$ cat config.mk
export PLATFORM = sky130hd
export DESIGN_NAME = tfcc_capture
export DESIGN_NICKNAME = d
export VERILOG_FILES = /design/src/tfcc_pkg.sv /design/src/tfcc_classify.sv /design/src/tfcc_capture.sv
export SDC_FILE = /design/constraint.sdc
export NUM_CORES = 1
export LEC_CHECK = 0
export BUFFER_PORTS_ARGS = -buffer_cell sky130_fd_sc_hd__buf_2
export CORE_ASPECT_RATIO = 2
export CORE_UTILIZATION = 45
export DETAILED_ROUTE_END_ITERATION = 7
export GPL_TIMING_DRIVEN = 0
export PLACE_DENSITY = 0.73
export SYNTH_ARGS = -nofsm -noshare
export SYNTH_HDL_FRONTEND = slang
export SYNTH_SLANG_ARGS = --single-unit
export TNS_END_PERCENT = 20
$ cat constraint.sdc
create_clock -name i_clk -period 1.6 [get_ports i_clk]
set_clock_uncertainty 0.2 [all_clocks]
set_input_delay 0.08 -clock i_clk [delete_from_list [all_inputs] [get_ports i_clk]]
set_output_delay 0.08 -clock i_clk [all_outputs]
set_load 0.02 [all_outputs]
$ cat src/tfcc_pkg.sv
`default_nettype none
// ==========================================================
// shared constants for the flow-change capture block
// ==========================================================
package tfcc_pkg;

  // ========================================================
  // entry layout
  // ========================================================
  localparam int ADDR_W        = 18;  // full address bus width
  localparam int INFO_W        = 2;   // info bits per entry
  localparam int INFO_DEST_BIT = 0;   // 1 = destination, 0 = source
  localparam int INFO_VEC_BIT  = 1;   // 1 = interrupt vector entry
  localparam int DEPTH_DEF     = 64;  // default trace buffer depth

  // ========================================================
  // values after reset
  // ========================================================
  localparam logic [ADDR_W-1:0] ADDR_RST = 18'h00000;
  localparam logic [INFO_W-1:0] INFO_RST = 2'h0;

  // info codes for the three entry kinds
  localparam logic [INFO_W-1:0] INFO_SRC = 2'h0;
  localparam logic [INFO_W-1:0] INFO_DST = 2'h1;
  localparam logic [INFO_W-1:0] INFO_VEC = 2'h3;

  // ========================================================
  // instruction classes reported by the core on completion
  // ========================================================
  typedef enum logic [2:0] {
    TFCC_CLS_OTHER,       // no flow change at all
    TFCC_CLS_COND_BRANCH, // conditional branch / loop primitive
    TFCC_CLS_IDX_JUMP,    // indexed jump, subroutine, paged entry
    TFCC_CLS_DIRECT_JUMP, // non-indexed jump, subroutine, paged entry
    TFCC_CLS_RETURN,      // interrupt, subroutine or paged return
    TFCC_CLS_UNCOND_HOP   // hops, short subroutine, background entry
  } tfcc_class_t;

endpackage : tfcc_pkg
`default_nettype wire

$ cat src/tfcc_classify.sv
`timescale 1ns/1ps
`default_nettype none
// ==========================================================
// classifier: does a completed instruction make an entry
// ==========================================================
module tfcc_classify
  import tfcc_pkg::*;
(
  input  wire tfcc_class_t i_class,     // class of completed insn
  input  wire logic        i_taken,     // conditional branch taken
  output logic             o_rec_src,   // record source address
  output logic             o_rec_dst    // record destination
);

  // ========================================================
  // decode
  // ========================================================
  // only taken conditional branches keep their source
  assign o_rec_src = (i_class == TFCC_CLS_COND_BRANCH) & i_taken;
  // indexed transfers and returns keep their destination;
  // direct jumps and hops fall to neither output
  assign o_rec_dst = (i_class == TFCC_CLS_IDX_JUMP) |
                     (i_class == TFCC_CLS_RETURN);

endmodule : tfcc_classify
`default_nettype wire

$ cat src/tfcc_capture.sv
// How it works
// - record only flow-change addresses, nothing else
// - taken conditional branch stores its source
// - indexed jump/subroutine/paged entry store destination
// - returns store the destination returned to
// - interrupts store vector, background vectors excluded
// - hops, direct jumps, background entry store nothing
// - entry: 18-bit address plus two info bits, destination and vector
// - destination entry written at instruction completion
// - destination before vector when both coincide
`timescale 1ns/1ps
`default_nettype none
module tfcc_capture
  import tfcc_pkg::*;
#(
  parameter int DEPTH = DEPTH_DEF            // trace buffer entries
) (
  input  wire logic              i_clk,        // bus clock, 20 MHz
  input  wire logic              i_rst,        // async, active high
  input  wire logic              i_trace_en,   // normal tracing armed
  input  wire logic              i_insn_done,  // insn completes (pulse)
  input  wire tfcc_class_t       i_insn_class, // class of that insn
  input  wire logic              i_taken,      // branch was taken
  input  wire logic [ADDR_W-1:0] i_insn_addr,  // address of the insn
  input  wire logic [ADDR_W-1:0] i_dest_addr,  // address reached
  input  wire logic              i_irq_taken,  // vector fetch (pulse)
  input  wire logic              i_vec_background_entry_instruction,   // vector is debug state
  input  wire logic [ADDR_W-1:0] i_vec_addr,   // vector address
  output logic                   o_wr_en,      // buffer write strobe
  output logic [$clog2(DEPTH)-1:0] o_wr_idx,   // buffer slot
  output logic [ADDR_W-1:0]      o_wr_addr,    // stored address
  output logic [INFO_W-1:0]      o_wr_info     // stored info bits
);

  localparam int IDX_W = $clog2(DEPTH);

  // ========================================================
  // elaboration check
  // ========================================================
  // the slot index wraps by plain overflow, so only powers of two
  if (DEPTH < 2 || (DEPTH & (DEPTH - 1)) != 0) begin : g_bad_depth
    $error("tfcc_capture: DEPTH must be a power of two, >= 2");
  end

  // ========================================================
  // classification
  // ========================================================
  logic rec_src;                  // completed insn keeps source
  logic rec_dst;                  // completed insn keeps destination

  tfcc_classify u_classify (
    .i_class   (i_insn_class),
    .i_taken   (i_taken),
    .o_rec_src (rec_src),
    .o_rec_dst (rec_dst)
  );

  // ========================================================
  // event qualification
  // ========================================================
  wire src_ev = i_trace_en & i_insn_done & rec_src;
  // destination entry only once the insn has completed
  wire dst_ev = i_trace_en & i_insn_done & rec_dst;
  // debug-state vectors never reach the buffer
  wire vec_ev = i_trace_en & i_irq_taken & ~i_vec_background_entry_instruction;
  wire cof_ev = src_ev | dst_ev;  // flow change by instruction

  // ========================================================
  // pending slot
  // ========================================================
  // one event per cycle can be written; a second one waits here
  logic              pend_q;      // an entry is waiting
  logic [ADDR_W-1:0] pend_addr_q; // its address
  logic [INFO_W-1:0] pend_info_q; // its info bits

  // ========================================================
  // selection of the entry written this cycle
  // ========================================================
  // fresh entry: instruction first, vector second
  wire [ADDR_W-1:0] new_addr = cof_ev ? (dst_ev ? i_dest_addr
                                                : i_insn_addr)
                                      : i_vec_addr;
  wire [INFO_W-1:0] new_info = cof_ev ? (dst_ev ? INFO_DST
                                                : INFO_SRC)
                                      : INFO_VEC;
  // anything other than these three sources writes nothing
  wire wr_now = pend_q | cof_ev | vec_ev;
  // a waiting entry is older, so it goes out first
  wire [ADDR_W-1:0] wr_addr_d = pend_q ? pend_addr_q : new_addr;
  wire [INFO_W-1:0] wr_info_d = pend_q ? pend_info_q : new_info;
  // destination and vector together: vector waits one cycle
  wire pend_d = pend_q ? (cof_ev | vec_ev)
                       : (cof_ev & vec_ev);
  // limitation: cof and vec together while busy drops the vector
  wire [ADDR_W-1:0] pend_addr_d = pend_q ? new_addr : i_vec_addr;
  wire [INFO_W-1:0] pend_info_d = pend_q ? new_info : INFO_VEC;

  // ========================================================
  // registers
  // ========================================================
  logic [IDX_W-1:0] next_idx_q;   // slot for the next entry

  // pending slot
  always_ff @(posedge i_clk or posedge i_rst) begin
    if (i_rst) begin
      pend_q      <= 1'b0;
      pend_addr_q <= ADDR_RST;
      pend_info_q <= INFO_RST;
    end else begin
      pend_q      <= pend_d;
      pend_addr_q <= pend_addr_d;
      pend_info_q <= pend_info_d;
    end
  end

  // write port, straight from flip-flops
  always_ff @(posedge i_clk or posedge i_rst) begin
    if (i_rst) begin
      o_wr_en   <= 1'b0;
      o_wr_addr <= ADDR_RST;
      o_wr_info <= INFO_RST;
    end else begin
      o_wr_en   <= wr_now;
      o_wr_addr <= wr_addr_d;
      o_wr_info <= wr_info_d;
    end
  end

  // slot index, one step per entry
  always_ff @(posedge i_clk or posedge i_rst) begin
    if (i_rst) begin
      next_idx_q <= '0;
      o_wr_idx   <= '0;
    end else if (wr_now) begin
      o_wr_idx   <= next_idx_q;
      next_idx_q <= IDX_W'(next_idx_q + 1'b1);
    end
  end

  // ========================================================
  // helper state for the assertions
  // ========================================================
  logic             seen_q;       // at least one entry written
  logic [IDX_W-1:0] last_idx_q;   // slot of the previous entry

  always_ff @(posedge i_clk or posedge i_rst) begin
    if (i_rst) begin
      seen_q     <= 1'b0;
      last_idx_q <= '0;
    end else if (o_wr_en) begin
      seen_q     <= 1'b1;
      last_idx_q <= o_wr_idx;
    end
  end

  wire is_ret  = (i_insn_class == TFCC_CLS_RETURN);
  wire is_idx  = (i_insn_class == TFCC_CLS_IDX_JUMP);
  wire is_br   = (i_insn_class == TFCC_CLS_COND_BRANCH) & i_taken;
  // flow change judged from the raw inputs, so a broken classifier
  // shows up instead of agreeing with itself
  wire raw_ev  = i_trace_en & ((i_irq_taken & ~i_vec_background_entry_instruction) |
                 (i_insn_done & (is_br | is_idx | is_ret)));
  wire is_none = (i_insn_class == TFCC_CLS_DIRECT_JUMP) |
                 (i_insn_class == TFCC_CLS_UNCOND_HOP);
endmodule : tfcc_capture
`default_nettype wire

# After elaboration in Yosys (flattened, before gate mapping)
# Cells that the tools add are included.
[classes]
n_addsub = 1
bitwise_logic = 13
n_mux = 9
eq_ne = 3
[ops]
columns = ["op", "n"]
rows = [
  ["$mux 18", 4],
  ["$and 1x1->1", 7],
  ["$add 6x1->6 const B", 1],
  ["$mux 2", 3],
  ["$or 1x1->1", 5],
  ["$eq 3x1->1 const B", 1],
  ["$eq 3x2->1 const B", 1],
  ["$eq 3x3->1 const B", 1],
  ["$mux 1", 2],
  ["$not 1->1", 1],
]
[word_totals]
regBits = 54
out_inout_bits = 27
elab_cells = 34
inputBits = 64

# Logic depth before layout (Yosys ltp)
# Gate-level depths: netlist (run 1).
[depth]
word_depth = 6
mapped_depth = 6
mapped_depth_nobuf = 4

# Cells and area by module
# A second synthesis (run 1) with hierarchy kept.
[hier_totals]
hier_cells = 237
area_unflattened_um2 = 2636.3
[by_module_without_submodules]
columns = ["module", "cells_per_inst", "seq_area_each_um2", "area_each_um2", "n_inst"]
rows = [
  ["tfcc_capture", 234, 1351.3, 2611.3, 1],
  ["tfcc_classify", 3, 0.0, 25.0, 1],
]

# Worst setup path before layout (run 1)
# Ideal clock, no wire load.
[synth_timing]
path_kind = "input to register"
start = "input i_taken"
end = "register pend_addr_q[10]"
arrival_ps = 1271
t_required_ps = 1275
n_path_buf = 2
setup_slack_ps = 3
cell_stages = 6
path_cell_list = "nor4bb_1 > and3_1 > buf_6 > o21ai_4 > buf_12 > mux2_4"
[synth_between]
elab_chain_len = 5
[synth_rtl]
columns = ["element", "line", "text"]
rows = [
  ["start, declared", "tfcc_capture.sv:23", "input wire logic i_taken,"],
  ["$and 1x1->1", "n/a", ""],
  ["$and 1x1->1", "tfcc_capture.sv:61", "wire src_ev = i_trace_en & i_insn_done & rec_src;"],
  ["$or 1x1->1", "tfcc_capture.sv:66", "wire cof_ev = src_ev | dst_ev;"],
  ["$mux 18", "tfcc_capture.sv:80", "wire [ADDR_W-1:0] new_addr = cof_ev ? (dst_ev ? i_dest_addr"],
  ["$mux 18", "tfcc_capture.sv:95", "wire [ADDR_W-1:0] pend_addr_d = pend_q ? new_addr : i_vec_addr;"],
  ["via pend_addr_d[10]", "tfcc_capture.sv:95", ""],
  ["end signal, assigned", "tfcc_capture.sv:111", "pend_addr_q <= pend_addr_d;"],
  ["end, declared", "tfcc_capture.sv:73", "logic [ADDR_W-1:0] pend_addr_q;"],
]
# The timed path passes the listed nets, and every way through them passes these cells.
# A chain may end at the register's enable or synchronous reset.

# Worst setup path in the final report (run 1)
[layout_timing]
start = "register pend_q"
end = "register o_wr_info[0]"
[layout_between]
elab_chain_len = 1
[layout_rtl]
columns = ["element", "line", "text"]
rows = [
  ["start, declared", "tfcc_capture.sv:72", "logic pend_q;"],
  ["start signal, assigned", "tfcc_capture.sv:110", "pend_q <= pend_d;"],
  ["$mux 2", "tfcc_capture.sv:90", "wire [INFO_W-1:0] wr_info_d = pend_q ? pend_info_q : new_info;"],
  ["via wr_info_d[0]", "tfcc_capture.sv:90", ""],
  ["end signal, assigned", "tfcc_capture.sv:125", "o_wr_info <= wr_info_d;"],
  ["end, declared", "tfcc_capture.sv:32", "output logic [INFO_W-1:0] o_wr_info"],
]
# The timed path passes the listed nets, and every way through them passes these cells.

==> results of run 1 <==
sequential cells by signal, summed over array words and instances (netlist names):
signal and cells:
pend_info_q 2, next_idx_q 6, pend_addr_q 18, pend_q 1, o_wr_en 1, o_wr_info 2, o_wr_addr 18, o_wr_idx 6
power breakdown:
group | switching, mW | internal [mW] | total (mW)
clock network | 0.496 | 0.572 | 1.07
logic | 0.456 | 0.477 | 0.933
registers | 0.136 | 1.58 | 1.72
timing repair:
item,4_1_cts,5_1_grt
setup buffers,0,5
gates cloned,0,0
setup endpoints to repair,22,25
hold buffers,55,0
hold endpoints to repair,90,0
pin swaps,0,1
gates resized for setup,7,5
metrics by stage:
stage          setup TNS, ns  hold WS (ns)  power [mW]  utilization
2_1_floorplan              0        0.0281        2.24            -
3_3_place_gp          -51.11         0.128        2.52        0.559
3_5_place_dp          -13.80        -0.115        2.56        0.562
4_1_cts               -0.542        0.0600        3.73        0.687
5_1_grt                    0        0.0966        3.89        0.696
6_report                   0        0.0734        3.72        0.696
path summary, 6_finish.rpt:
kind | from | to | slack (ns) | depth (start not counted)
setup / recovery | pend_q | o_wr_info[0] | 0.07 | 4
hold / removal | i_insn_done | pend_info_q[0] | 0.07 | 4
setup reg to reg | pend_q | o_wr_info[0] | 0.07 | 4
hold reg to reg | pend_addr_q[17] | o_wr_addr[17] | 0.27 | 2
max in group asynchronous | i_rst | o_wr_idx[3] | 0.56 | 4
min in group asynchronous | i_rst | o_wr_addr[12] | 0.11 | 3
metal layers:
layer,share of wire,vias to the layer above
met5,0,-
met4,0.020,0
met3,0.032,11
met2,0.57,63
met1,0.38,1158
li1,-,1095
synth_stat cells, types with 3 or more instances:
cell	n	area share
a31oi_1	3	0.0070
buf_2	3	0.0056
buf_4	3	0.0084
clkbuf_1	4	0.0056
dfrtp_1	54	0.50
mux2_2	35	0.15
mux2_4	9	0.050
mux2i_1	18	0.067
nand2_1	40	0.056
nand3_1	3	0.0056
o221ai_1	18	0.059
xor2_1	5	0.016
cells by family after synthesis:
group | count (synthesis) | share of synthesized area
multiplexers | 62 | 0.264
flip-flops | 54 | 0.502
AND/OR/NAND/NOR | 52 | 0.0874
AO/OA/AOI/OAI | 25 | 0.0809
buffers and inverters | 15 | 0.0381
XOR/XNOR | 6 | 0.0195
adder cells (fa/ha/maj) | 2 | 0.00837
final cells by class:
class	count	area, sq um	area share
Buffer	13	103	0.0256
Clock buffer	5	125	0.0312
Clock inverter	2	15.0	0.00374
Inverter	2	7.51	0.00187
Multi-Input combinational cell	147	1270	0.318
Sequential cell	54	1350	0.337
Tap cell	61	76.3	0.0190
Timing Repair Buffer	151	1060	0.264
layout by cell type (no fill, tap or decap), types with 2 or more instances in the layout:
| cell | instances |
|---|---|
| buf_2 | 92 |
| and3b_1 | 2 |
| clkbuf_1 | 2 |
| clkinvlp_4 | 2 |
| xor2_1 | 5 |
| o221ai_1 | 18 |
| nand2_1 | 39 |
| a31oi_1 | 3 |
| clkbuf_4 | 2 |
| buf_6 | 2 |
| mux2i_1 | 18 |
| nand3_1 | 2 |
| buf_12 | 2 |
| dfrtp_1 | 54 |
| buf_4 | 8 |
| o21ai_4 | 2 |
| dlygate4sd3_1 | 55 |
| mux2_4 | 9 |
| mux2_2 | 35 |
| clkbuf_16 | 5 |
worst max-delay path: cells and delay by family (launching register included):
family / cells / cell delay [ns]
buffers and inverters: 3 / 0.50
flip-flops: 1 / 0.38
multiplexers: 1 / 0.35
==> reports/results.ini, run 1 <==
[sta]
timing.final.crit_share = 0.959
fin_crit_ns = 1.53
rsz0062_at_grt = no
hold_viol_final = 0
maxSlewHeadroom = 0.651
tightestPinTransition_ns = 0.523
max_freq_ghz = 0.652
layout_setup_ws_ns = 0.0661
slew_viol_final = 0
setup_viol = 0

[cts]
h-tree-depth = 2
clock-sinks = 54
cts_buffers = 5
cts_tree = built
clkTransAtPathRegs_ns = 0.07
insertion_delay_ns = 0.29
clock_path_buffers = 2
root_buffer = clkbuf_16

[place]
place_congestion = 0.815
place_hpwl_um = 4600
place_area_sq_um = 3240
place_inst = 368
io_buffers = 90
place_ws_ns = -0.519

[layout]
diodes = 0
layout.nets = 439
area_delta_synth_final_pct = 49.0
layout-drive-gt1-share = 0.447
layout.cells.non_filler = 435
nFillCells = 433
finish.instance_area_sq_um = 4010

[global_routing]
track_usage = 0.249
grt_util_met1 = 0.267
busiest_layer = met2
gr-total-overflow = 0
use_met2 = 0.477
grt_pass1_wl_um = 12000
first_global_vias = 2531
antenna_found_initial = 0
grt_util_met3 = 0.0325
grt_max_degree = 39

[die]
fp.dieH_um = 111
core_area_sq_um = 5760
initial_utilization = 0.467
dieArea_sq_um = 6310
rows = 39
die_width_um = 56.7
ioPinCount = 91

[drt]
wl_um = 7620
first_pass_iters = 6
ant_nets = 0
via_per_inst = 5.35
wl_per_cell_um = 17.5
vias = 2327
remaining_drc_errors = 10
first_iter_violations = 73

[job]
max-cap-violations = 0

[pwr]
power_leakage_nw = 1.89
vdd_drop_max_uv = 804
cellPowerDensity_nw_per_um2 = 927

[yosys]
synth-seq-cells = 54
syn-cell-area_sq_um = 2690
avgSynthCellArea_sq_um = 12.5
ys_warn_count = 0
synthCells = 216
synth_edf_count = 0
async_reset_ff_frac = 1.00
ys_seq_area_frac = 0.502
synthDistinctLibCells = 30
synth_top_flop_cell = dfrtp_1
synth_fp_nets = 281

[critical_path]
cp_slowest_stage_delay_ns = 0.38
start_kind = register
cp-end-kind = register
cp_cell_sequence = buf_6, inv_1, clkbuf_4, mux2_2
path_class = reg -> reg
required_ns = 1.58
slowest_stage = dfrtp_1
arrival_ns = 1.52
cp_max_fo = 10

[outcome]
status = finished with violations
violations = design-rule violations

[min_path]
worstHoldPathType = in -> reg

Power figures use the tool's default switching activity.
==> run 2, diff against run 1 <==
--- a/config.mk
+++ b/config.mk
@@ -7,10 +7,10 @@
 export LEC_CHECK = 0
 export BUFFER_PORTS_ARGS = -buffer_cell sky130_fd_sc_hd__buf_2
 export CORE_ASPECT_RATIO = 2
-export CORE_UTILIZATION = 45
+export CORE_UTILIZATION = 50
 export DETAILED_ROUTE_END_ITERATION = 7
-export GPL_TIMING_DRIVEN = 0
-export PLACE_DENSITY = 0.73
+export GPL_TIMING_DRIVEN = 1
+export PLACE_DENSITY = 0.76
 export SYNTH_ARGS = -nofsm -noshare
 export SYNTH_HDL_FRONTEND = slang
 export SYNTH_SLANG_ARGS = --single-unit
==> constraint.sdc (replaced) <==
create_clock -name i_clk -period 1.8 [get_ports i_clk]
set_clock_uncertainty 0.2 [all_clocks]
set_input_delay 0.09 -clock i_clk [delete_from_list [all_inputs] [get_ports i_clk]]
set_output_delay 0.09 -clock i_clk [all_outputs]
set_load 0.02 [all_outputs]
==> run 2 against run 1 <==
Compared with the run above: the run now ends clean; cell count rose by 0.92%; non-clock buffer count rose by 6; global-route usage rose by 4.2 points; clock-buffer cell count did not move; via count rose by 3.2%; sequential share of layout area fell by 0.34 points; sequential cell count did not move; critical endpoint is now o_wr_addr[2].
==> reports/results.ini, run 2 (synthesized netlist as in run 1, its figures left out) <==
[die]
fp.dieH_um = 106
core_area_sq_um = 5140
initial_utilization = 0.524
die_width_um = 53.9
ioPinCount = 91
rows = 37
dieArea_sq_um = 5700

[cts]
cts_buffers = 5
cts_tree = built
clock-sinks = 54
root_buffer = clkbuf_8
h-tree-depth = 2
clock_path_buffers = 2
insertion_delay_ns = 0.30
clkTransAtPathRegs_ns = 0.10

[pwr]
cellPowerDensity_nw_per_um2 = 796
p_total_mw = 3.22
vdd_drop_max_uv = 815
power_leakage_nw = 1.95

[global_routing]
track_usage = 0.291
antenna_found_initial = 0
grt_pass1_wl_um = 11900
grt_max_degree = 40
gr-total-overflow = 0
first_global_vias = 2610

[layout]
layout.cells.non_filler = 439
diodes = 0
final_common_cell = buf_2
largestRegisters = o_wr_addr x18, pend_addr_q x18
finish.instance_area_sq_um = 4050
final_cell_mix = 90 x buf_2, 60 x dlygate4sd3_1, 54 x dfrtp_1
layout-drive-gt1-share = 0.444
nFillCells = 328
area_delta_synth_final_pct = 50.5
layout.nets = 445

[drt]
remaining_drc_errors = 0
via_per_inst = 5.47
first_iter_violations = 75
wl_um = 7710
ant_nets = 0
vias = 2402
wl_per_cell_um = 17.6
first_pass_iters = 4

[sta]
timing.final.crit_share = 0.981
fin_hold_ws_ns = 0.0997
hold_viol_final = 0
setup_viol = 0
max_freq_ghz = 0.566
maxSlewHeadroom = 0.425
slew_viol_final = 0
tightestPinTransition_ns = 0.863
fin_crit_ns = 1.77

[critical_path]
crit_buf_inv = 4
arrival_ns = 1.72
crit_cells = 8
reg2reg_depth = 3
cp_max_fo = 15
cp-end-kind = register
slowest_stage = dlygate4sd3_1
worst_path_dominant_cell_family = buffers and inverters
start_kind = input port
required_ns = 1.76
cp_cell_sequence = buf_2, xor2_2, nor2b_4, buf_12, buf_4, mux2i_1, dlygate4sd3_1, o221ai_1
path_class = in -> reg
cp_slowest_stage_delay_ns = 0.57

[place]
place_congestion = 0.809
place_inst = 362
place_area_sq_um = 3250
place_hpwl_um = 4360
io_buffers = 90

[outcome]
status = completed

[job]
max-cap-violations = 0

[min_path]
worstHoldPathType = in -> async

## run 2: path summary, 6_finish.rpt
kind	from	endpoint	slack [ns]
setup reg to reg	pend_q	o_wr_addr[11]	0.12
hold / removal	i_rst	o_wr_addr[9]	0.1
setup / recovery	i_insn_class[2]	o_wr_addr[2]	0.03
max in group asynchronous	i_rst	pend_info_q[0]	0.77
min in group i_clk	i_irq_taken	pend_q	0.11
hold reg to reg	pend_info_q[1]	o_wr_info[1]	0.26
## run 2: layout make-up
cell class              count  area, sq um  area share
repair buffers            170         1260       0.310
multi-input cells         147         1250       0.310
flip-flops and latches     54         1350       0.334
clock inverters             3         40.0     0.00988
inverters                   2         7.51     0.00185
clock buffers               5         68.8      0.0170
well taps                  58         72.6      0.0179
## run 2: timing repair
action	in CTS	in global routing
setup endpoints to repair	0	12
hold endpoints to repair	90	0
hold buffers	62	0
setup buffers	0	8
resized for setup	0	4
## run 2: worst reg2reg max path, stage by stage, from the launching register on
cell	delay (ns)
dfrtp_1	0.51
inv_1	0.14
o21ai_2	0.35
o221ai_1	0.31
## run 2: report_power, final
part | leakage [nW] | internal (mW) | switching, mW
clock network | 0.0579 | 0.410 | 0.399
logic | 1.26 | 0.464 | 0.417
registers | 0.631 | 1.40 | 0.131
## run 2: through the flow
stage,setup TNS (ns),setup WS (ns),util
global route,-0.00921,-0.00921,0.788
finish,0,0.0341,0.788
detailed placement,-4.61,-0.173,0.633
floorplan,0,0.193,-
global placement,-4.14,-0.154,0.633
CTS,0,0.0376,0.775
## run 2: per-layer routing
metal / track usage / vias to the layer above / part of all wire
met5: 0 / - / 0
met4: 0.141 / 0 / 0.035
met3: 0.0346 / 21 / 0.029
met2: 0.537 / 85 / 0.56
met1: 0.296 / 1180 / 0.37
li1: - / 1116 / -
==> run 3, diff against run 2 <==
==> constraint.sdc (replaced) <==
create_clock -name i_clk -period 1.7 [get_ports i_clk]
set_clock_uncertainty 0.2 [all_clocks]
set_input_delay 0.085 -clock i_clk [delete_from_list [all_inputs] [get_ports i_clk]]
set_output_delay 0.085 -clock i_clk [all_outputs]
set_load 0.02 [all_outputs]
==> run 3 against run 2 <==
Compared with the run above: sequential share of layout area grew 0.54 points; hold slack worse by 0.024 ns; first-iteration DRC count fell by 35%; critical path depth fell by 1; worst setup slack got worse by 0.0087 ns; critical endpoint is now o_wr_addr[15].
==> reports/results.ini, run 3 (synthesized netlist as in run 1, its figures left out) <==
[cts]
cts_buffers = 5
cts_tree = built
insertion_delay_ns = 0.31
clock_path_buffers = 2
cts_setup_buffers = 0
h-tree-depth = 2
root_buffer = clkbuf_8
clock-sinks = 54
clkTransAtPathRegs_ns = 0.11

[layout]
nFillCells = 344
final_cell_mix = 90 x buf_2, 56 x dlygate4sd3_1, 54 x dfrtp_1
layout-drive-gt1-share = 0.443
utilization = 0.776
final_common_cell = buf_2
finish.instance_area_sq_um = 3990
largestRegisters = o_wr_addr x18, pend_addr_q x18
layout.nets = 439
area_delta_synth_final_pct = 48.1
diodes = 0

[drt]
via_per_inst = 5.46
first_pass_iters = 4
wl_um = 7260
ant_nets = 0
remaining_drc_errors = 0
wl_per_cell_um = 16.8
vias = 2366
first_iter_violations = 49

[critical_path]
cp-end-kind = register
worst_path_dominant_cell_family = buffers and inverters
required_ns = 1.69
arrival_ns = 1.67
reg2reg_from = pend_q
timing.rr.end = pend_addr_q[6]
slowest_stage = dlygate4sd3_1
start_kind = input port
cp_slowest_stage_delay_ns = 0.56
cp_cell_sequence = buf_2, xor2_1, nor2b_4, buf_12, mux2i_1, dlygate4sd3_1, o221ai_1
cp_max_fo = 18
path_class = in -> reg
r2r_slack_ns = 0.11
crit_buf_inv = 3
reg2reg_depth = 2

[job]
max-cap-violations = 0

[pwr]
power_leakage_nw = 1.90
cellPowerDensity_nw_per_um2 = 816
vdd_drop_max_uv = 1040

[global_routing]
grt_pass1_wl_um = 11800
track_usage = 0.288
antenna_found_initial = 0
first_global_vias = 2625
grt_max_degree = 40
gr-total-overflow = 0

[die]
core_area_sq_um = 5140
ioPinCount = 91
fp.dieH_um = 106
dieArea_sq_um = 5700
initial_utilization = 0.524
die_width_um = 53.9
rows = 37

[sta]
fin_tns_setup_ns = 0
rsz0062_at_grt = no
fin_hold_ws_ns = 0.0757
slew_viol_final = 0
fin_crit_ns = 1.67
timing.final.crit_share = 0.985
maxSlewHeadroom = 0.472
hold_viol_final = 0
setup_viol = 0
tightestPinTransition_ns = 0.790
max_freq_ghz = 0.597

[place]
io_buffers = 90
place_area_sq_um = 3320
place_hpwl_um = 4380
place_congestion = 0.836

[outcome]
status = completed

[min_path]
worstHoldPathType = in -> async

run 3: final cells by class:
type | instances | area [sq um] | share of cell area
clock buffers | 5 | 68.8 | 0.0173
multi-input cells | 147 | 1250 | 0.314
repair buffers | 164 | 1210 | 0.303
inverters | 2 | 7.51 | 0.00188
flip-flops and latches | 54 | 1350 | 0.339
clock inverters | 3 | 25.0 | 0.00628
well taps | 58 | 72.6 | 0.0182
run 3: worst max-delay path by stage:
stage                               start              to  slack, ns  depth (start not counted)
after floorplan                     i_rst   next_idx_q[0]        0.1                          1
after global placement        i_insn_done  pend_addr_q[7]      -0.23                          5
after detailed placement       i_trace_en  pend_addr_q[2]      -0.26                          5
after CTS                 i_insn_class[1]   o_wr_addr[15]       0.03                          7
after global routing      i_insn_class[1]   o_wr_addr[15]      0.005                          7
final                     i_insn_class[1]   o_wr_addr[15]       0.03                          7
run 3: layer usage:
metal  wire [um]  vias up  GRT usage
met3         304       25     0.0433
met5           0        -          0
li1            -     1095          -
met1        2600     1141      0.310
met4         319        0      0.154
met2        4030      105      0.504
run 3: metrics by stage:
step | worst slack [ns] | power [mW] | cells
after detailed placement | -0.265 | 2.43 | 369
after floorplan | 0.0984 | 2.11 | 216
after global routing | 0.00522 | 3.43 | 433
after CTS | 0.0283 | 3.26 | 433
after global placement | -0.226 | 2.40 | 369
final | 0.0254 | 3.25 | 433
run 3: timing repair:
action / in CTS / in global routing
endpoints found under the hold margin: 90 / 0
endpoints found under the setup margin: 0 / 3
hold buffers: 56 / 0
gates resized for setup: 0 / 2
run 3: worst min-delay path, cell delays in order:
cell and delay [ns]:
dlygate4sd3_1 0.53, buf_2 0.12, inv_2 0.28
run 3: power breakdown:
group / total [mW] / switching, mW / internal (mW)
clock network: 0.739 / 0.441 / 0.298
registers: 1.62 / 0.132 / 1.49
logic: 0.898 / 0.429 / 0.469
